## src/rtl/nps_ctrl_sv_unused_marker.sv

```systemverilog
`timescale 1ns/1ps
`default_nettype none
`default_nettype wire

```

## src/rtl/nps_pkg.sv

```systemverilog
package nps_pkg;
  localparam int CLK_MHZ  = 125;
  // strobe timing in ns, then synchronizer depth in cycles
  localparam int T_WP_NS  = 12;
  localparam int T_WH_NS  = 10;
  localparam int T_WB_NS  = 100;
  localparam int T_REA_NS = 20;
  localparam int SYNC_CYC = 2;

  // least time in whole cycles, never below one
  function automatic int ns2cyc(input int ns);
    int c;
    c = (ns * CLK_MHZ + 999) / 1000;
    return (c < 1) ? 1 : c;
  endfunction : ns2cyc

  localparam int COL_W = 13;
  localparam int ROW_W = 17;
  localparam logic [COL_W-1:0] COL_SPARE_BASE = 13'h1000;
  localparam logic [COL_W-1:0] COL_PAGE_END   = 13'h1080;
  localparam int SEC_MAIN_B  = 512;
  localparam int SEC_SPARE_B = 16;
  localparam int DIST_BIT    = 6;
  localparam int PAGE_BITS   = 6;
  localparam int MAX_PROG_DEF = 4;

  localparam logic [7:0] CMD_READ    = 8'h00;
  localparam logic [7:0] CMD_CB_CONF = 8'h35;
  localparam logic [7:0] CMD_PROG    = 8'h80;
  localparam logic [7:0] CMD_PROG_B  = 8'h81;
  localparam logic [7:0] CMD_COLCHG  = 8'h85;
  localparam logic [7:0] CMD_CONF    = 8'h10;
  localparam logic [7:0] CMD_DIST    = 8'h11;
  localparam logic [7:0] CMD_ERASE   = 8'h60;
  localparam logic [7:0] CMD_ERASE_C = 8'hd0;
  localparam logic [7:0] CMD_STAT    = 8'h70;
  localparam logic [7:0] CMD_STAT2   = 8'h71;
  localparam logic [7:0] CMD_RESET   = 8'hff;

  localparam int ST_FAIL = 0;
  localparam int ST_D0   = 1;
  localparam int ST_D1   = 2;
  localparam int ST_RDY  = 6;
  localparam int ST_WP   = 7;

  typedef enum logic [2:0] {
    OP_PROG, OP_PROG2, OP_ERASE, OP_ERASE2,
    OP_CB_READ, OP_CB_PROG, OP_STATUS, OP_RESET
  } nps_op_t;

  typedef enum logic [3:0] {
    K_CMD, K_ADR_A, K_ADR_B, K_ROW_A, K_ROW_B,
    K_DATA, K_BUSY, K_STAT, K_END
  } nps_kind_t;

  typedef struct packed {
    nps_kind_t  kind;
    logic [7:0] code;
  } nps_step_t;

  typedef struct packed {
    nps_op_t          op;
    logic [COL_W-1:0] col;
    logic [ROW_W-1:0] row_a;
    logic [ROW_W-1:0] row_b;
    logic             with_data;
  } nps_req_t;

  typedef struct packed {
    logic [7:0] data;
    logic       last;
  } nps_data_t;

  typedef struct packed {
    logic cle;
    logic ale;
    logic ce_n;
    logic we_n;
    logic re_n;
    logic wp_n;
  } nps_pins_t;
endpackage : nps_pkg

```

## src/rtl/nps_ctrl.sv

```systemverilog
`timescale 1ns/1ps
`default_nettype none
module nps_ctrl
  import nps_pkg::*;
#(
  parameter int MAX_PROG = MAX_PROG_DEF
) (
  input  wire logic             CLK_IN,          // 125 MHz clock
  input  wire logic             RST_N_IN,        // async reset, low
  input  wire logic             REQ_VALID_IN,    // operation request
  input  wire nps_req_t         REQ_IN,          // operation and addresses
  output logic                  REQ_READY_OUT,   // idle, request taken
  input  wire logic             DATA_VALID_IN,   // write byte valid
  input  wire nps_data_t        DATA_IN,         // write byte and last
  output logic                  DATA_READY_OUT,  // write byte taken
  input  wire logic             COL_CHG_IN,      // column change request
  input  wire logic [COL_W-1:0] COL_IN,          // new column
  output logic                  COL_CHG_ACK_OUT, // column change taken
  input  wire logic             PROTECT_IN,      // protect while idle
  output logic                  DONE_OUT,        // operation finished
  output logic                  ERR_OUT,         // request refused
  output logic [7:0]            STATUS_OUT,      // last status byte
  output logic                  FAIL_OUT,        // status fail bit
  output nps_pins_t             PINS_OUT,        // strobe pins
  input  wire logic [7:0]       IO_IN,           // io bus level
  output logic [7:0]            IO_OUT,          // io bus drive
  output logic                  IO_OE_OUT,       // io bus enable
  input  wire logic             RB_IN            // ready/busy pin
);
  localparam logic [3:0] WP_C  = 4'(ns2cyc(T_WP_NS));
  localparam logic [3:0] WH_C  = 4'(ns2cyc(T_WH_NS));
  localparam logic [3:0] WB_C  = 4'(ns2cyc(T_WB_NS));
  localparam logic [3:0] REA_C = 4'(ns2cyc(T_REA_NS) + SYNC_CYC);

  if (MAX_PROG < 1 || MAX_PROG > 7) begin : g_chk_prog
    $error("MAX_PROG must lie in 1..7");
  end
  if (ns2cyc(T_WB_NS) > 15 || ns2cyc(T_REA_NS) + SYNC_CYC > 15) begin : g_chk_cnt
    $error("strobe counts exceed counter width");
  end

  typedef enum logic [7:0] {
    ST_IDLE  = 8'h01,
    ST_LOAD  = 8'h02,
    ST_LOW   = 8'h04,
    ST_HIGH  = 8'h08,
    ST_WB    = 8'h10,
    ST_BUSY  = 8'h20,
    ST_RLOW  = 8'h40,
    ST_RHIGH = 8'h80
  } nps_state_t;

  function automatic nps_step_t mk(input nps_kind_t k, input logic [7:0] c);
    nps_step_t s;
    s.kind = k;
    s.code = c;
    return s;
  endfunction : mk

  function automatic nps_step_t seq(input nps_op_t op, input logic [3:0] p);
    nps_step_t s;
    s = mk(K_END, 8'h00);
    case (op)
      OP_PROG: begin
        case (p)
          4'h0: s = mk(K_CMD, CMD_PROG);
          4'h1: s = mk(K_ADR_A, 8'h00);
          4'h2: s = mk(K_DATA, 8'h00);
          4'h3: s = mk(K_CMD, CMD_CONF);
          4'h4: s = mk(K_BUSY, 8'h00);
          4'h5: s = mk(K_CMD, CMD_STAT);
          4'h6: s = mk(K_STAT, 8'h00);
          default: s = mk(K_END, 8'h00);
        endcase
      end
      OP_PROG2: begin
        case (p)
          4'h0: s = mk(K_CMD, CMD_PROG);
          4'h1: s = mk(K_ADR_A, 8'h00);
          4'h2: s = mk(K_DATA, 8'h00);
          4'h3: s = mk(K_CMD, CMD_DIST);
          4'h4: s = mk(K_BUSY, 8'h00);
          4'h5: s = mk(K_CMD, CMD_PROG_B);
          4'h6: s = mk(K_ADR_B, 8'h00);
          4'h7: s = mk(K_DATA, 8'h00);
          4'h8: s = mk(K_CMD, CMD_CONF);
          4'h9: s = mk(K_BUSY, 8'h00);
          4'ha: s = mk(K_CMD, CMD_STAT2);
          4'hb: s = mk(K_STAT, 8'h00);
          default: s = mk(K_END, 8'h00);
        endcase
      end
      OP_ERASE: begin
        case (p)
          4'h0: s = mk(K_CMD, CMD_ERASE);
          4'h1: s = mk(K_ROW_A, 8'h00);
          4'h2: s = mk(K_CMD, CMD_ERASE_C);
          4'h3: s = mk(K_BUSY, 8'h00);
          4'h4: s = mk(K_CMD, CMD_STAT);
          4'h5: s = mk(K_STAT, 8'h00);
          default: s = mk(K_END, 8'h00);
        endcase
      end
      OP_ERASE2: begin
        case (p)
          4'h0: s = mk(K_CMD, CMD_ERASE);
          4'h1: s = mk(K_ROW_A, 8'h00);
          4'h2: s = mk(K_CMD, CMD_ERASE);
          4'h3: s = mk(K_ROW_B, 8'h00);
          4'h4: s = mk(K_CMD, CMD_ERASE_C);
          4'h5: s = mk(K_BUSY, 8'h00);
          4'h6: s = mk(K_CMD, CMD_STAT2);
          4'h7: s = mk(K_STAT, 8'h00);
          default: s = mk(K_END, 8'h00);
        endcase
      end
      OP_CB_READ: begin
        case (p)
          4'h0: s = mk(K_CMD, CMD_READ);
          4'h1: s = mk(K_ADR_A, 8'h00);
          4'h2: s = mk(K_CMD, CMD_CB_CONF);
          4'h3: s = mk(K_BUSY, 8'h00);
          4'h4: s = mk(K_CMD, CMD_STAT);
          4'h5: s = mk(K_STAT, 8'h00);
          default: s = mk(K_END, 8'h00);
        endcase
      end
      OP_CB_PROG: begin
        case (p)
          4'h0: s = mk(K_CMD, CMD_COLCHG);
          4'h1: s = mk(K_ADR_A, 8'h00);
          4'h2: s = mk(K_DATA, 8'h00);
          4'h3: s = mk(K_CMD, CMD_CONF);
          4'h4: s = mk(K_BUSY, 8'h00);
          4'h5: s = mk(K_CMD, CMD_STAT);
          4'h6: s = mk(K_STAT, 8'h00);
          default: s = mk(K_END, 8'h00);
        endcase
      end
      OP_STATUS: begin
        case (p)
          4'h0: s = mk(K_CMD, CMD_STAT);
          4'h1: s = mk(K_STAT, 8'h00);
          default: s = mk(K_END, 8'h00);
        endcase
      end
      OP_RESET: begin
        case (p)
          4'h0: s = mk(K_CMD, CMD_RESET);
          4'h1: s = mk(K_BUSY, 8'h00);
          default: s = mk(K_END, 8'h00);
        endcase
      end
      default: s = mk(K_END, 8'h00);
    endcase
    return s;
  endfunction : seq

  // five-cycle address: column low, column high, row low, mid, top
  function automatic logic [7:0] addr_byte(input logic [COL_W-1:0] col,
                                           input logic [ROW_W-1:0] row,
                                           input logic [2:0]       idx);
    logic [7:0] b;
    case (idx)
      3'h0:    b = col[7:0];
      3'h1:    b = {3'h0, col[12:8]};
      3'h2:    b = row[7:0];
      3'h3:    b = row[15:8];
      default: b = {7'h00, row[16]};
    endcase
    return b;
  endfunction : addr_byte

  nps_state_t       state_r, state_nxt;
  logic [3:0]       pos_r, pos_nxt, cnt_r, cnt_nxt;
  logic [2:0]       acnt_r, acnt_nxt, pgcnt_r, pgcnt_nxt;
  logic [1:0]       chg_r, chg_nxt;
  nps_req_t         req_r, req_nxt;
  logic [COL_W-1:0] col_r, col_nxt;
  logic [ROW_W-1:0] pgrow_r, pgrow_nxt;
  logic [7:0]       io_r, io_nxt, stat_r, stat_nxt;
  logic             oe_r, oe_nxt, cle_r, cle_nxt, ale_r, ale_nxt;
  logic             we_r, we_nxt, re_r, re_nxt, ce_r, ce_nxt, wp_r, wp_nxt;
  logic             done_r, done_nxt, err_r, err_nxt;
  logic             cbv_r, cbv_nxt, cbd_r, cbd_nxt;
  logic             rb_s1, rb_s2;
  logic [7:0]       io_s1, io_s2;
  logic             go;

  wire nps_step_t        cur     = seq(req_r.op, pos_r);
  wire logic             is_data = (state_r == ST_LOAD) && (cur.kind == K_DATA)
                                   && req_r.with_data && (chg_r == 2'h0);
  wire logic             row_b   = (cur.kind == K_ADR_B) || (cur.kind == K_ROW_B);
  wire logic             row_only = (cur.kind == K_ROW_A) || (cur.kind == K_ROW_B);
  wire logic [ROW_W-1:0] row_sel = row_b ? req_r.row_b : req_r.row_a;
  wire logic [2:0]       aidx    = row_only ? acnt_r + 3'h2 : acnt_r;
  wire logic [2:0]       alast   = row_only ? 3'h2 : 3'h4;
  wire logic             two_op  = (REQ_IN.op == OP_PROG2) || (REQ_IN.op == OP_ERASE2);
  wire logic             prog_op = (REQ_IN.op == OP_PROG) || (REQ_IN.op == OP_PROG2)
                                   || (REQ_IN.op == OP_CB_PROG);
  wire logic bad_col  = prog_op && REQ_IN.with_data && (REQ_IN.col >= COL_PAGE_END);
  wire logic bad_dist = two_op && (REQ_IN.row_a[DIST_BIT] == REQ_IN.row_b[DIST_BIT]);
  wire logic bad_page = (REQ_IN.op == OP_PROG2) &&
                        (REQ_IN.row_a[PAGE_BITS-1:0] != REQ_IN.row_b[PAGE_BITS-1:0]);
  wire logic bad_cb   = (REQ_IN.op == OP_CB_PROG) &&
                        (!cbv_r || (REQ_IN.row_a[DIST_BIT] != cbd_r));
  wire logic same_pg  = (REQ_IN.row_a == pgrow_r);
  wire logic bad_cnt  = prog_op && same_pg && (pgcnt_r >= 3'(MAX_PROG));
  wire logic bad_req  = bad_col || bad_dist || bad_page || bad_cb || bad_cnt;

  assign REQ_READY_OUT   = (state_r == ST_IDLE);
  assign DATA_READY_OUT  = is_data && !COL_CHG_IN && DATA_VALID_IN;
  assign COL_CHG_ACK_OUT = is_data && COL_CHG_IN && (COL_IN < COL_PAGE_END);
  assign DONE_OUT        = done_r;
  assign ERR_OUT         = err_r;
  assign STATUS_OUT      = stat_r;
  assign FAIL_OUT        = stat_r[ST_FAIL];
  assign IO_OUT          = io_r;
  assign IO_OE_OUT       = oe_r;
  assign PINS_OUT        = '{cle: cle_r, ale: ale_r, ce_n: ce_r, we_n: we_r,
                             re_n: re_r, wp_n: wp_r};

  always_comb begin
    state_nxt = state_r;
    pos_nxt   = pos_r;
    cnt_nxt   = cnt_r;
    acnt_nxt  = acnt_r;
    chg_nxt   = chg_r;
    req_nxt   = req_r;
    col_nxt   = col_r;
    pgrow_nxt = pgrow_r;
    pgcnt_nxt = pgcnt_r;
    io_nxt    = io_r;
    oe_nxt    = oe_r;
    cle_nxt   = cle_r;
    ale_nxt   = ale_r;
    we_nxt    = we_r;
    re_nxt    = re_r;
    stat_nxt  = stat_r;
    cbv_nxt   = cbv_r;
    cbd_nxt   = cbd_r;
    done_nxt  = 1'b0;
    err_nxt   = 1'b0;
    go        = 1'b0;
    case (state_r)
      ST_IDLE: begin
        if (REQ_VALID_IN && bad_req) begin
          err_nxt = 1'b1;
        end else if (REQ_VALID_IN) begin
          req_nxt   = REQ_IN;
          col_nxt   = REQ_IN.col;
          pos_nxt   = 4'h0;
          acnt_nxt  = 3'h0;
          chg_nxt   = 2'h0;
          state_nxt = ST_LOAD;
          if (prog_op) begin
            pgrow_nxt = REQ_IN.row_a;
            pgcnt_nxt = same_pg ? pgcnt_r + 3'h1 : 3'h1;
          end
        end
      end
      ST_LOAD: begin
        case (cur.kind)
          K_CMD: begin
            io_nxt  = cur.code;
            cle_nxt = 1'b1;
            go      = 1'b1;
            pos_nxt = pos_r + 4'h1;
          end
          K_ADR_A, K_ADR_B, K_ROW_A, K_ROW_B: begin
            io_nxt   = addr_byte(col_r, row_sel, aidx);
            ale_nxt  = 1'b1;
            go       = 1'b1;
            acnt_nxt = (acnt_r == alast) ? 3'h0 : acnt_r + 3'h1;
            pos_nxt  = (acnt_r == alast) ? pos_r + 4'h1 : pos_r;
          end
          K_DATA: begin
            if (!req_r.with_data) begin
              pos_nxt = pos_r + 4'h1;
            end else if (chg_r != 2'h0) begin
              io_nxt  = addr_byte(col_r, row_sel, {1'b0, chg_r - 2'h1});
              ale_nxt = 1'b1;
              go      = 1'b1;
              chg_nxt = (chg_r == 2'h2) ? 2'h0 : 2'h2;
            end else if (COL_CHG_ACK_OUT) begin
              io_nxt  = CMD_COLCHG;
              cle_nxt = 1'b1;
              go      = 1'b1;
              col_nxt = COL_IN;
              chg_nxt = 2'h1;
            end else if (DATA_READY_OUT) begin
              io_nxt  = DATA_IN.data;
              go      = 1'b1;
              pos_nxt = DATA_IN.last ? pos_r + 4'h1 : pos_r;
            end
          end
          K_BUSY: begin
            cnt_nxt   = WB_C - 4'h1;
            state_nxt = ST_WB;
            pos_nxt   = pos_r + 4'h1;
          end
          K_STAT: begin
            re_nxt    = 1'b0;
            oe_nxt    = 1'b0;
            cnt_nxt   = REA_C - 4'h1;
            state_nxt = ST_RLOW;
            pos_nxt   = pos_r + 4'h1;
          end
          default: begin
            done_nxt  = 1'b1;
            state_nxt = ST_IDLE;
            if (req_r.op == OP_CB_READ) begin
              cbv_nxt = 1'b1;
              cbd_nxt = req_r.row_a[DIST_BIT];
            end else if (req_r.op != OP_STATUS) begin
              cbv_nxt = 1'b0;
            end
          end
        endcase
        if (go) begin
          we_nxt    = 1'b0;
          oe_nxt    = 1'b1;
          cnt_nxt   = WP_C - 4'h1;
          state_nxt = ST_LOW;
        end
      end
      ST_LOW: begin
        cnt_nxt = cnt_r - 4'h1;
        if (cnt_r == 4'h0) begin
          we_nxt    = 1'b1;
          cnt_nxt   = WH_C - 4'h1;
          state_nxt = ST_HIGH;
        end
      end
      ST_HIGH, ST_RHIGH: begin
        cnt_nxt = cnt_r - 4'h1;
        if (cnt_r == 4'h0) begin
          cle_nxt   = 1'b0;
          ale_nxt   = 1'b0;
          oe_nxt    = 1'b0;
          state_nxt = ST_LOAD;
        end
      end
      ST_WB: begin
        cnt_nxt = cnt_r - 4'h1;
        if (cnt_r == 4'h0) begin
          state_nxt = ST_BUSY;
        end
      end
      ST_BUSY: begin
        if (rb_s2) begin
          state_nxt = ST_LOAD;
        end
      end
      ST_RLOW: begin
        cnt_nxt = cnt_r - 4'h1;
        if (cnt_r == 4'h0) begin
          stat_nxt  = io_s2;
          re_nxt    = 1'b1;
          cnt_nxt   = WH_C - 4'h1;
          state_nxt = ST_RHIGH;
        end
      end
      default: state_nxt = ST_IDLE;
    endcase
    ce_nxt = (state_nxt == ST_IDLE);
    wp_nxt = (state_nxt != ST_IDLE) || !PROTECT_IN;
  end

  always_ff @(posedge CLK_IN or negedge RST_N_IN) begin
    if (!RST_N_IN) begin
      rb_s1 <= 1'b0;
      rb_s2 <= 1'b0;
      io_s1 <= 8'h00;
      io_s2 <= 8'h00;
    end else begin
      rb_s1 <= RB_IN;
      rb_s2 <= rb_s1;
      io_s1 <= IO_IN;
      io_s2 <= io_s1;
    end
  end

  always_ff @(posedge CLK_IN or negedge RST_N_IN) begin
    if (!RST_N_IN) begin
      state_r <= ST_IDLE;
      pos_r   <= 4'h0;
      cnt_r   <= 4'h0;
      acnt_r  <= 3'h0;
      chg_r   <= 2'h0;
      req_r   <= '0;
      col_r   <= '0;
      pgrow_r <= '0;
      pgcnt_r <= 3'h0;
      io_r    <= 8'h00;
      oe_r    <= 1'b0;
      cle_r   <= 1'b0;
      ale_r   <= 1'b0;
      we_r    <= 1'b1;
      re_r    <= 1'b1;
      ce_r    <= 1'b1;
      wp_r    <= 1'b0;
      stat_r  <= 8'h00;
      done_r  <= 1'b0;
      err_r   <= 1'b0;
      cbv_r   <= 1'b0;
      cbd_r   <= 1'b0;
    end else begin
      state_r <= state_nxt;
      pos_r   <= pos_nxt;
      cnt_r   <= cnt_nxt;
      acnt_r  <= acnt_nxt;
      chg_r   <= chg_nxt;
      req_r   <= req_nxt;
      col_r   <= col_nxt;
      pgrow_r <= pgrow_nxt;
      pgcnt_r <= pgcnt_nxt;
      io_r    <= io_nxt;
      oe_r    <= oe_nxt;
      cle_r   <= cle_nxt;
      ale_r   <= ale_nxt;
      we_r    <= we_nxt;
      re_r    <= re_nxt;
      ce_r    <= ce_nxt;
      wp_r    <= wp_nxt;
      stat_r  <= stat_nxt;
      done_r  <= done_nxt;
      err_r   <= err_nxt;
      cbv_r   <= cbv_nxt;
      cbd_r   <= cbd_nxt;
    end
  end
endmodule : nps_ctrl
`default_nettype wire

```

## config.mk

```make
export PLATFORM = sky130hd
export DESIGN_NAME = nps_ctrl
export DESIGN_NICKNAME = d
export VERILOG_FILES = /design/src/rtl/nps_ctrl_sv_unused_marker.sv /design/src/rtl/nps_pkg.sv /design/src/rtl/nps_ctrl.sv
export SDC_FILE = /design/constraint.sdc
export NUM_CORES = 1
export LEC_CHECK = 0
export BUFFER_PORTS_ARGS = -buffer_cell sky130_fd_sc_hd__buf_2
export CORE_ASPECT_RATIO = 1.75
export CORE_MARGIN = 4
export CORE_UTILIZATION = 58
export CTS_CLUSTER_DIAMETER = 150
export CTS_CLUSTER_SIZE = 28
export DETAILED_ROUTE_END_ITERATION = 7
export PLACE_DENSITY = 0.79
export SETUP_SLACK_MARGIN = 0.3
export SLEW_MARGIN = 20
export SYNTH_ARGS = -nofsm -noshare
export SYNTH_HDL_FRONTEND = slang
export SYNTH_SLANG_ARGS = --single-unit
```

## constraint.sdc

```tcl
create_clock -name CLK_IN -period 4.15 [get_ports CLK_IN]
set_input_delay 0.415 -clock CLK_IN [delete_from_list [all_inputs] [get_ports CLK_IN]]
set_output_delay 0.415 -clock CLK_IN [all_outputs]
set_load 0.1 [all_outputs]
```

Word level (Yosys, flattened, before mapping)

Memories as Yosys holds them, arrays and structs flattened.
Cells that the tools add are included.

Bits in registers: 137
Bits in read-only memories: 208
Input bits: 88
Output and inout bits: 29
Word-level logic and storage cells: 278
Memories kept: 2

Memories:

| memory          | words | width | read ports | clocked after memory_dff | wr ports | RTL line        | text |
|---|---|---|---|---|---|---|---|
| (no name shown) | 16    | 9     | 1          | 0                        | 0        | nps_ctrl.sv:77  | `case (p)` |
| (no name shown) | 8     | 8     | 1          | 0                        | 0        | nps_ctrl.sv:105 | `case (p)` |

Add/subtract/negate cells: 6
Order comparisons: 3
Eq/ne operators: 75
Mux-type cells: 92
Bitwise gates (word level): 2
Reduce and logical (&&, ||, !) cells: 69

Operators by type and width:

| operator                                                              | count |
|---|---|
| 12-bit one-hot mux with 7 select lines                                | 2 |
| 12-bit one-hot mux with 6 select lines                                | 2 |
| 8-bit 2-to-1 mux                                                      | 12 |
| 12-bit one-hot mux with 8 select lines                                | 1 |
| 13-bit 2-to-1 mux                                                     | 6 |
| 8-bit one-hot mux with 4 select lines                                 | 2 |
| 8-bit one-hot mux with 7 select lines                                 | 1 |
| 12-bit one-hot mux with 2 select lines                                | 2 |
| 8-bit one-hot mux with 3 select lines                                 | 2 |
| 4-bit 2-to-1 mux                                                      | 10 |
| 4-bit by 3-bit equality test with 1-bit output, second input constant | 7 |
| 13-bit one-hot mux with 2 select lines                                | 1 |
| 4-bit one-hot mux with 3 select lines                                 | 2 |
| 1-bit 2-to-1 mux                                                      | 21 |
| 3-bit 2-to-1 mux                                                      | 7 |
| 2-bit != test, second input constant                                  | 9 |
| 3-bit AND reduction                                                   | 6 |
| 17-bit equality test                                                  | 1 |
| 17-bit 2-to-1 mux                                                     | 1 |
| 4-bit by 2-bit equality test with 1-bit output, second input constant | 4 |
| 8-bit by 1-bit equality test with 1-bit output, second input constant | 2 |
| 4-bit != test, second input constant                                  | 4 |
| 1-bit one-hot mux with 2 select lines                                 | 8 |
| 4-bit one-hot mux with 2 select lines                                 | 2 |
| 58 further kinds                                                      | 132 |

Logic depth before layout (Yosys ltp)

Gate-level depths: netlist (run 1).

Depth in word-level cells: 19
Mapped depth: 13
Gate-level depth less buffers: 11

Worst setup path before layout (run 1)

OpenSTA, ideal clock, no wires.

Path kind: register to register
Start point: register state_r[4]
End point: register pos_r[2]
Arrival: 3.841 ns
Path slack: 0.182 ns
Cell stages (with the launch flop): 11
Path through: dfrtp_1 clkbuf_1 nor4_2 nand2_1 nor3b_2 nand2_1 or2_2 clkbuf_1 a221oi_2 o31ai_2 mux2_1

Elaborated cells on any way between the ends: 20
Classes of those cells: 10 x eq/ne; 1 x mux; 9 x reduce/logical

RTL lines:

| element                                                       | RTL line        | text |
|---|---|---|
| start, declared                                               | nps_ctrl.sv:174 | `nps_state_t state_r, state_nxt;` |
| start signal, assigned                                        | nps_ctrl.sv:409 | `state_r <= state_nxt;` |
| 8-bit by 1-bit equality test with 1-bit output *              | n/a             |  |
| named net REQ_READY_OUT                                       | nps_ctrl.sv:12  | `output logic REQ_READY_OUT,` |
| 2-bit != test (no line) or 2-bit nonzero test (tied branches) | n/a             |  |
| 9-bit AND reduction (no line)                                 | n/a             |  |
| end signal, assigned                                          | nps_ctrl.sv:410 | `pos_r <= pos_nxt;` |
| end, declared                                                 | nps_ctrl.sv:175 | `logic [3:0] pos_r, pos_nxt, cnt_r, cnt_nxt;` |

The timed path passes the listed nets; every way through them passes the cells marked *.
A chain may end at the register's enable or synchronous reset.

Final worst setup path (run 1)

Start point: register req_r[49] in the netlist's numbering
End point: output port DATA_READY_OUT

Word-level cells in the longest chain between the ends: 8
Elaborated cells on any way between the ends: 15
Classes of those cells: 8 x eq/ne; 1 x mux; 6 x reduce/logical

RTL lines:

| element                                           | RTL line        | text |
|---|---|---|
| start, declared                                   | nps_ctrl.sv:178 | `nps_req_t req_r, req_nxt;` |
| start signal, assigned                            | nps_ctrl.sv:414 | `req_r <= req_nxt;` |
| 3-bit equality test, or another cell as far along | nps_ctrl.sv:63  | `case (op)` |
| 12-bit one-hot mux with 8 select lines *          | nps_ctrl.sv:63  |  |
| 4-bit by 3-bit equality test with 1-bit output *  | nps_ctrl.sv:191 | `wire logic is_data = (state_r == ST_LOAD) && (cur.kind == K_DATA)` |
| 1-bit logical AND *                               | nps_ctrl.sv:191 |  |
| 1-bit logical AND * (2 in a row)                  | nps_ctrl.sv:192 | `&& req_r.with_data && (chg_r == 2'h0);` |
| 1-bit logical AND * (2 in a row)                  | nps_ctrl.sv:212 | `assign DATA_READY_OUT = is_data && !COL_CHG_IN && DATA_VALID_IN;` |
| end, declared                                     | nps_ctrl.sv:15  | `output logic DATA_READY_OUT,` |

Mark *: on every way between the ends. The rest lies on a longest branch, timed or not.

==> metrics.txt, run 1 <==
Hold Crit Class input port to async pin; total power 6.80 mW; Die H 164 um; worst-path maximum fanout 16; required time of the critical path 3.73 ns; # setup viols final 0; Setup CP Type flip-flop to output port; combinational power share 43.5%; worst slew pin tran 0.805 ns; GRT Total Usage 31.6%; Pint 3.73 mW; post-layout instance area 9390 um^2; Worst-path clk slew 0.07 ns; Yosys reg bits 137; area grow syn2layout 16.6%; Post-Synth XOR/XNOR Area 3.60%; tightest hold margin -0.0246 ns; first-pass GRT wire length 38.9 mm; postcts setup bufs 0; FFs w/ async S/R, synth 100%; Net Switching 3.06 mW; DRT Wirelength 24.8 mm; failing checks negative hold slack; status finished, violations left; Initial Utilization 59.6%; Critical Path AT 3.25 ns; Worst R2R Start pos_r[0]; Net Sw Frac 45.1%; unrepaired setup endpoints after global routing false; layout cells sized above 1 27.0%; crit path from req_r[49]; Reg power frac 32.8%; mapped cell area 8060 um^2; Routed Antenna Nets 0; Netlist cell types 91; clock share of power 23.7%; R2R Path End IO_OUT[4]; CTS Hold Bufs 0; mux contribution to synthesized area 11.4%; CTS sink cnt 137; CP endpoint DATA_READY_OUT; PortBufs 116; initial antenna violation count 1; RePlAce Congestion 1.04; Rows 56; vias per cell 6.40; Overflow after GRT 0; worst vdd ir 0.555 mV; TritonCTS clock tree done; Post-synth EDFFs 0; syn_nets 945; Final TNS setup 0 ns; Layout Nets 1047; Hold Fails Final Rpt 17; starting DRC count in detailed routing 702; critical path endpoint category output port; die outline width 97.1 um; Clock Latency Late Sink 0.43 ns; Core Box Area 13500 um^2; PD cells 723 nW/um^2; wire per inst 21.8 um; DR vias 7285; sequential share of the synthesized area 42.6%; Root Driver clkbuf_16; Simple-Gate Fraction of Synth Area 20.7%; Pleak 4.21 nW; FF+latch area 3440 um^2; Synth Instances 848; area of placed instances 8740 um^2; htree depth 4; Max-Cap Viols 0; Startpoint Class flip-flop; final worst path period need 3.66 ns; worst-case clock buffer depth 2; fin crit share 88.3%; Pre-Repair DR Iteration Count 5; post-synthesis adder-cell area fraction 1.40%; dpl ws 0.470 ns; filler instances 1059; FMAX 273 MHz; R2R Setup Slk 0.53 ns; DRC 0; Slew Viols, Final 0; Final Skew 0.0100 ns; Relative slew margins 46.3%; largest family of logic cells by synthesized area simple AND/OR/NAND/NOR gates; Syn Area/Cell 9.50 um^2; Synth Flop Type dfrtp_1; Multi-input gate area 4290 um^2; clock buffer count from CTS 17; R2R cell count 11; DIE AREA 15900 um^2; vias in the first global route 7428; largest net degree at the start of global routing 73; Compound-Gate Fraction of Synth Area 15.8%; Synth Warn # 0; post-route setup slack 0.486 ns; I/O Pins 117; placed wire-length estimate 18.5 mm
[layout by cell type, fill, tap and decap left out, types with 22 or more instances in the layout]
cell type / instances
o21ai_0: 38
mux2_2: 54
xnor2_1: 22
mux2i_1: 28
buf_2: 113
a21oi_1: 38
nand2_1: 113
dfrtp_1: 131
nand3_1: 32
nor2_1: 59
[metrics by stage]
step	util, %	std cells	hold slack (ns)
detailed placement	64.6	1105	0.335
global route	69.5	1138	0.0189
global placement	64.6	1105	0.332
finish	69.5	1138	-0.0246
CTS	69.3	1137	0.00233
floorplan	-	848	0.119
[sequential cells by signal (all words and copies together) (netlist names), 4 cells and up]
name        flops
IO_OUT          8
STATUS_OUT      8
cnt_r           4
col_r          13
io_s1           8
io_s2           8
pgrow_r        17
pos_r           4
req_r          38
state_r         8
[critical path, cell delays in order (launching register included)]
cell	delay [ns]
dfrtp_2	0.53
buf_4	0.24
or4_4	0.55
o211ai_2	0.24
nor2_1	0.18
nor3_2	0.24
and3_1	0.29
and4_1	0.24
buf_4	0.30
[power groups by stage]
stage	logic (mW)	clock network [mW]	registers, mW
floorplan	2.00	0	2.33
global placement	2.83	0	2.20
detailed placement	2.86	0	2.22
CTS	2.91	1.62	2.21
global route	3.17	1.69	2.27
finish	2.95	1.61	2.23
[Yosys cell counts, types with 20 or more instances]
master / number / area (um^2)
nor2_1: 61 / 229
inv_1: 20 / 75.1
nand2_1: 113 / 424
mux2_2: 54 / 608
xnor2_1: 22 / 193
nand3_1: 32 / 160
dfrtp_1: 133 / 3330
nor3_1: 21 / 105
a21oi_1: 38 / 190
o21ai_0: 38 / 190
mux2i_1: 28 / 280
clkbuf_1: 24 / 90.1
[worst min path at each step]
stage | start | endpoint | cells past startpoint | slack [ns]
finish | RST_N_IN | STATUS_OUT[0] | 1 | -0.02
global route | RST_N_IN | STATUS_OUT[0] | 1 | 0.02
CTS | RST_N_IN | io_s2[0] | 1 | 0.002
detailed placement | io_s1[0] | io_s2[0] | 0 | 0.33
global placement | io_s1[5] | io_s2[5] | 0 | 0.33
floorplan | RST_N_IN | DONE_OUT | 0 | 0.12
[layer usage]
layer	routed length (um)	global-route usage [%]
met2	13000	56.3
met1	8640	33.5
met3	1360	5.52
met5	0	0
met4	1800	22.2
[repair_timing]
item,in CTS,in global routing
pin swaps,0,0
gates resized for setup,2,6
setup endpoints to repair,1,7
[area by class of cell]
type                       count  share of cell area, %
antenna                        1                 0.0266
clock buffer                  17                   4.53
clock inverter                15                   2.12
inverter                      23                  0.919
multi-input combinational    636                   45.7
sequential                   137                   36.6
tap                          174                   2.32
timing repair buffer         135                   7.82
[logic make-up after synthesis]
family                   count (synthesis)
buffers and inverters                   75
AO/OA/AOI/OAI                          185
multiplexers                            84
XOR/XNOR                                31
flip-flops                             137
AND/OR/NAND/NOR                        327
adder cells (fa/ha/maj)                  9
No activity file was read; power rests on OpenSTA's default activity.
==> inputs of run 2 (changes only) <==
--- a/config.mk
+++ b/config.mk
@@ -6,13 +6,15 @@
 export NUM_CORES = 1
 export LEC_CHECK = 0
 export BUFFER_PORTS_ARGS = -buffer_cell sky130_fd_sc_hd__buf_2
+export CELL_PAD_IN_SITES_DETAIL_PLACEMENT = 0
+export CELL_PAD_IN_SITES_GLOBAL_PLACEMENT = 1
 export CORE_ASPECT_RATIO = 1.75
-export CORE_MARGIN = 4
-export CORE_UTILIZATION = 58
+export CORE_UTILIZATION = 45
 export CTS_CLUSTER_DIAMETER = 150
 export CTS_CLUSTER_SIZE = 28
 export DETAILED_ROUTE_END_ITERATION = 7
 export PLACE_DENSITY = 0.79
+export REMOVE_ABC_BUFFERS = 1
 export SETUP_SLACK_MARGIN = 0.3
 export SLEW_MARGIN = 20
 export SYNTH_ARGS = -nofsm -noshare
==> run 2 against run 1 <==
Net effect: the flow still finishes with violations (negative hold slack); global-route usage fell by 3.1 points; sequential share of layout area fell by 0.16 points; first-iteration DRC count fell by 28%; register-to-register slack barely moved; sequential cell count did not move; clock skew barely moved; via count fell by 2.6%; largest cell class unchanged.
==> metrics.txt, run 2 (synthesized netlist as in run 1, its figures left out) <==
status finished, violations left; failing checks negative hold slack; Largest register FFs 38 (unchanged); FMAX 262 MHz (-3.9%); fin crit share 91.9% (+3.6 points); Pre-Repair DR Iteration Count 6 (+1); PD cells 707 nW/um^2 (-2.3%); family with the most delay on the worst path simple AND/OR/NAND/NOR gates; GRT Total Usage 28.4% (-3.1 points); placed wire-length estimate 18.9 mm (+2.1%); Overflow after GRT 0 (unchanged); R2R cell count 11 (unchanged); Startpoint Class flip-flop; Final TNS setup 0 ns (unchanged); post-route setup slack 0.336 ns (-0.150 ns); slowest stage delay, CP 0.60 ns (+0.05 ns); unrepaired setup endpoints after global routing true; Core Box Area 17500 um^2 (+30%); DRT Wirelength 24.8 mm (-0.27%); worst-path maximum fanout 13 (-3); Max-Cap Viols 0 (unchanged); Setup CP Type flip-flop to output port; DIE AREA 18500 um^2 (+16%); Rows 64 (+14%); top sig layer met4; CP bufs+invs 2 (unchanged); Biggest register req_r; Routed Antenna Nets 0 (unchanged); Relative slew margins 48.4% (+2.1 points); Worst-path clk slew 0.06 ns (about the same); RePlAce Congestion 0.973 (-6.2%); Layout Nets 1052 (+0.48%); top flop regs req_r x38, pgrow_r x17, col_r x13; final worst path period need 3.81 ns (+0.150 ns); PortBufs 116 (unchanged); Pleak 4.21 nW (-0.12%); clock buffer count from CTS 17 (unchanged); htree depth 4 (unchanged); Hold Fails Final Rpt 5 (-12); layout cells sized above 1 26.8% (-0.24 points); Critical Path AT 3.40 ns (+0.15 ns); I/O Pins 117 (unchanged); most frequent cells in the layout dfrtp_1, buf_2, nand2_1; largest net degree at the start of global routing 72 (-1.4%); Clock Latency Late Sink 0.42 ns (about the same); Slew Viols, Final 0 (unchanged); vias in the first global route 7112 (-4.3%); # diodes 0 (-1); worst-case clock buffer depth 2 (unchanged); slowest CP cell dfrtp_1; area grow syn2layout 17.1%; met2 wire length 12.5 mm (-4.0%); Final Skew 0.0105 ns (+0.000453 ns); CTS Hold Bufs 0 (unchanged); die outline width 103 um (+6.2%); worst vdd ir 0.643 mV (+16%); critical path endpoint category output port; tightest hold margin -0.0180 ns (+0.00657 ns); # setup viols final 0 (unchanged); filler instances 1651 (+56%); CTS sink cnt 137 (unchanged); required time of the critical path 3.73 ns (about the same); TritonCTS clock tree done; first-pass GRT wire length 38.8 mm (-0.23%); initial antenna violation count 0 (-1); DRC 0 (unchanged); Die H 179 um (+9.2%); Initial Utilization 45.9% (-14 points); DR vias 7093 (-2.6%); dpl ws 0.230 ns (-0.240 ns); WL met1 9.30 mm (+7.7%); Hold Crit Class input port to async pin; Root Driver clkbuf_16; vias per cell 5.92 (-7.6%); Cell Chain, Critical Path buf_4 -> nand3b_1 -> nor2_1 -> mux2i_1 -> nand2_1 -> nor3_4 -> and3_1 -> and4_1 -> clkbuf_4; most common cell after layout, fill and taps aside dfrtp_1; instance count on the critical path 9 (+1); wire per inst 20.7 um (-5.3%); worst slew pin tran 0.772 ns (-0.0331 ns); starting DRC count in detailed routing 508 (-28%); Met3 Wirelength 1.12 mm (-18%)
-- run 2: cell types whose count changed in the layout (fill, tap and decap cells not counted), moves of 2 or more --
cell,change
buf_4,+4
inv_8,-4
clkbuf_1,+3
clkbuf_8,+2
clkinv_4,+2
clkinv_8,-2
-- run 2: layer usage --
layer,GRT usage [%],up-vias
li1,-,3309
met4,20.1,0
met3,4.95,93
met2,47.3,258
met5,0,-
met1,32.6,3433
-- run 2: final cells by class --
| cell class | instances | area [um^2] | share of cell area, % |
|---|---|---|---|
| multi-input cells | 636 | 4280 | 45.4 |
| flip-flops and latches | 137 | 3430 | 36.4 |
| repair buffers | 140 | 769 | 8.16 |
| clock buffers | 22 | 464 | 4.92 |
| well taps | 231 | 289 | 3.06 |
| clock inverters | 10 | 111 | 1.18 |
| inverters | 23 | 86.3 | 0.915 |
-- run 2: worst paths after layout --
path	end	slack, ns	start
min in group CLK_IN	io_s1[2]	0.10	IO_IN[2]
worst max register to register	cle_r	0.54	pos_r[0]
max in group asynchronous	req_r[49]	3.21	RST_N_IN
worst min-delay path	io_s1[5]	-0.02	RST_N_IN
worst max-delay path	DATA_READY_OUT	0.34	req_r[50]
worst min register to register	rb_s2	0.35	rb_s1
-- run 2: report_power, final --
| part | switching (mW) | total (mW) | internal, mW |
|---|---|---|---|
| registers | 0.404 | 2.20 | 1.80 |
| clock network | 0.622 | 1.50 | 0.873 |
| logic | 1.92 | 2.97 | 1.05 |
-- run 2: what timing repair did --
item,CTS,global route
buffers inserted,0,2
pin swaps,0,1
endpoints found under the setup margin,3,3
resized for setup,2,4
-- run 2: stage by stage --
stage               instances  utilization [%]  power, mW  instance area, um^2
floorplan                 796                -       4.19                 7780
global placement         1165             50.3       5.11                 8830
detailed placement       1165             50.3       5.14                 8830
CTS                      1197             53.7       6.64                 9410
global route             1199             53.8       7.01                 9430
finish                   1199             53.8       6.67                 9430
==> inputs of run 3 (changes only) <==
--- a/config.mk
+++ b/config.mk
@@ -9,6 +9,7 @@
 export CELL_PAD_IN_SITES_DETAIL_PLACEMENT = 0
 export CELL_PAD_IN_SITES_GLOBAL_PLACEMENT = 1
 export CORE_ASPECT_RATIO = 1.75
+export CORE_MARGIN = 8
 export CORE_UTILIZATION = 45
 export CTS_CLUSTER_DIAMETER = 150
 export CTS_CLUSTER_SIZE = 28
==> run 3 against run 2 <==
Net effect: the run now ends clean; global-route usage shrank 4.5 points; sequential cell count stayed put; critical path depth unchanged; routed wire length grew 4.7%; fmax grew 3.7%; core utilization fell by 0.090 points; via count hardly changed; first-iteration DRC count fell by 11%; largest cell class unchanged.
==> metrics.txt, run 3 (synthesized netlist as in run 1, its figures left out) <==
Critical Path AT 3.26 ns (-0.14 ns); top flop regs req_r x38, pgrow_r x17, col_r x13; DRT Wirelength 25.9 mm (+4.7%); worst-path maximum fanout 10 (-3); Startpoint Class flip-flop; fin crit share 88.6% (-3.3 points); post-layout instance area 9560 um^2 (+1.4%); Hold Fails Final Rpt 0 (-5); Hold Crit Class input port to async pin; DR vias 7099 (+0.085%); CP most frequent cell buf_4; Final TNS setup 0 ns (unchanged); area grow syn2layout 18.7%; family with the most delay on the worst path simple AND/OR/NAND/NOR gates; wire per inst 21.4 um (+3.5%); Clock Latency Late Sink 0.43 ns (about the same); # setup viols final 0 (unchanged); Routed Antenna Nets 0 (unchanged); layout cells sized above 1 27.6% (+0.88 points); postcts setup bufs 0 (unchanged); Cell Chain, Critical Path buf_4 -> nor2b_1 -> or4_4 -> o211ai_2 -> nor2_1 -> nor3_2 -> and3_1 -> and4_1 -> buf_4; Final Skew 0.0120 ns (+0.00154 ns); PD cells 711 nW/um^2 (+0.55%); I/O Pins 117 (unchanged); Multi-input gate area 4270 um^2 (-0.20%); tightest hold margin 0.0137 ns (+0.0317 ns); initial antenna violation count 0 (unchanged); Pre-Repair DR Iteration Count 5 (-1); CP bufs+invs 2 (unchanged); Max-Cap Viols 0 (unchanged); vias in the first global route 7357 (+3.4%); clock buffer count from CTS 17 (unchanged); vias per cell 5.86 (-0.99%); Core Box Area 17800 um^2 (+1.6%); DRC 0 (unchanged); Die H 193 um (+7.8%); CTS resizes 1 (-1); R2R Setup Slk 0.56 ns (+0.02 ns); Relative slew margins 46.9% (-1.5 points); placed wire-length estimate 20.2 mm (+6.9%); worst-case clock buffer depth 2 (unchanged); Layout Nets 1061 (+0.86%); area of placed instances 8920 um^2 (+1.1%); Initial Utilization 45.2% (-0.71 points); Setup CP Type flip-flop to output port; post-route setup slack 0.473 ns (+0.138 ns); RePlAce Congestion 0.977 (+0.40%); die outline width 117 um (+14%); first-pass GRT wire length 40.5 mm (+4.4%); Root Driver clkbuf_16; worst vdd ir 0.493 mV (-23%); htree depth 4 (unchanged); CTS sink cnt 137 (unchanged); Slew Viols, Final 0 (unchanged); unrepaired setup endpoints after global routing false; critical path endpoint category output port; largest net degree at the start of global routing 78 (+8.3%); Biggest register req_r; slowest stage delay, CP 0.53 ns (-0.07 ns); slowest CP cell or4_4; CTS Hold Bufs 0 (unchanged); FMAX 272 MHz (+3.7%); Pleak 4.29 nW (+2.0%); final worst path period need 3.68 ns (-0.138 ns); Overflow after GRT 0 (unchanged); required time of the critical path 3.73 ns (about the same); DIE AREA 22600 um^2 (+22%); GRT Total Usage 24.0% (-4.5 points); Largest register FFs 38 (unchanged); status finished clean; most frequent cells in the layout dfrtp_1, nand2_1, buf_2; Rows 65 (+1.6%); filler instances 1654 (+0.18%); FF+latch area 3430 um^2 (about the same); starting DRC count in detailed routing 454 (-11%); Worst-path clk slew 0.07 ns (about the same); most common cell after layout, fill and taps aside dfrtp_1; dpl ws 0.468 ns (+0.237 ns); PortBufs 116 (unchanged); worst slew pin tran 0.777 ns (+0.00439 ns); TritonCTS clock tree done; total power 6.80 mW (+2.0%)
-- run 3: cell count changes in the layout (fill, tap and decap cells not counted), sizes merged --
cell,previous run,this run
diode,0,1
inv,26,31
bufinv,1,2
clkbuf,23,17
clkinvlp,2,0
buf,139,149
clkinv,4,5
-- run 3: cell type report --
cell class / count / area share (%)
antenna: 1 / 0.0262
clock buffer: 17 / 4.45
clock inverter: 15 / 2.08
inverter: 23 / 0.903
multi-input combinational: 636 / 44.6
sequential: 137 / 35.9
tap: 234 / 3.06
timing repair buffer: 149 / 8.95
-- run 3: per-stage QoR --
| stage | cells | util [%] |
|---|---|---|
| after floorplan | 796 | - |
| after global placement | 1179 | 50.1 |
| after detailed placement | 1179 | 50.1 |
| after CTS | 1211 | 53.6 |
| after global routing | 1211 | 53.7 |
| final | 1212 | 53.7 |
-- run 3: path summary, 6_finish.rpt --
check,from,endpoint,cells past startpoint
setup / recovery,req_r[48],DATA_READY_OUT,9
hold / removal,RST_N_IN,state_r[3],1
setup reg to reg,req_r[48],cle_r,11
hold reg to reg,io_s1[4],io_s2[4],0
max in group asynchronous,RST_N_IN,re_r,2
min in group CLK_IN,RB_IN,rb_s1,1
-- run 3: metal layers --
| metal | up-vias | part of all wire (%) | GRT usage, % | wire length [um] |
|---|---|---|---|---|
| met5 | - | 0 | 0 | 0 |
| met1 | 3483 | 36 | 24.7 | 9400 |
| met3 | 93 | 3.0 | 3.81 | 775 |
| li1 | 3320 | - | - | - |
| met2 | 203 | 54 | 43.1 | 14100 |
| met4 | 0 | 6.3 | 16.3 | 1640 |
-- run 3: where the power goes --
part           switching (mW)  internal [mW]  total (mW)
Sequential              0.365           1.79        2.16
Clock                   0.677          0.924        1.60
Combinational            1.96           1.07        3.04
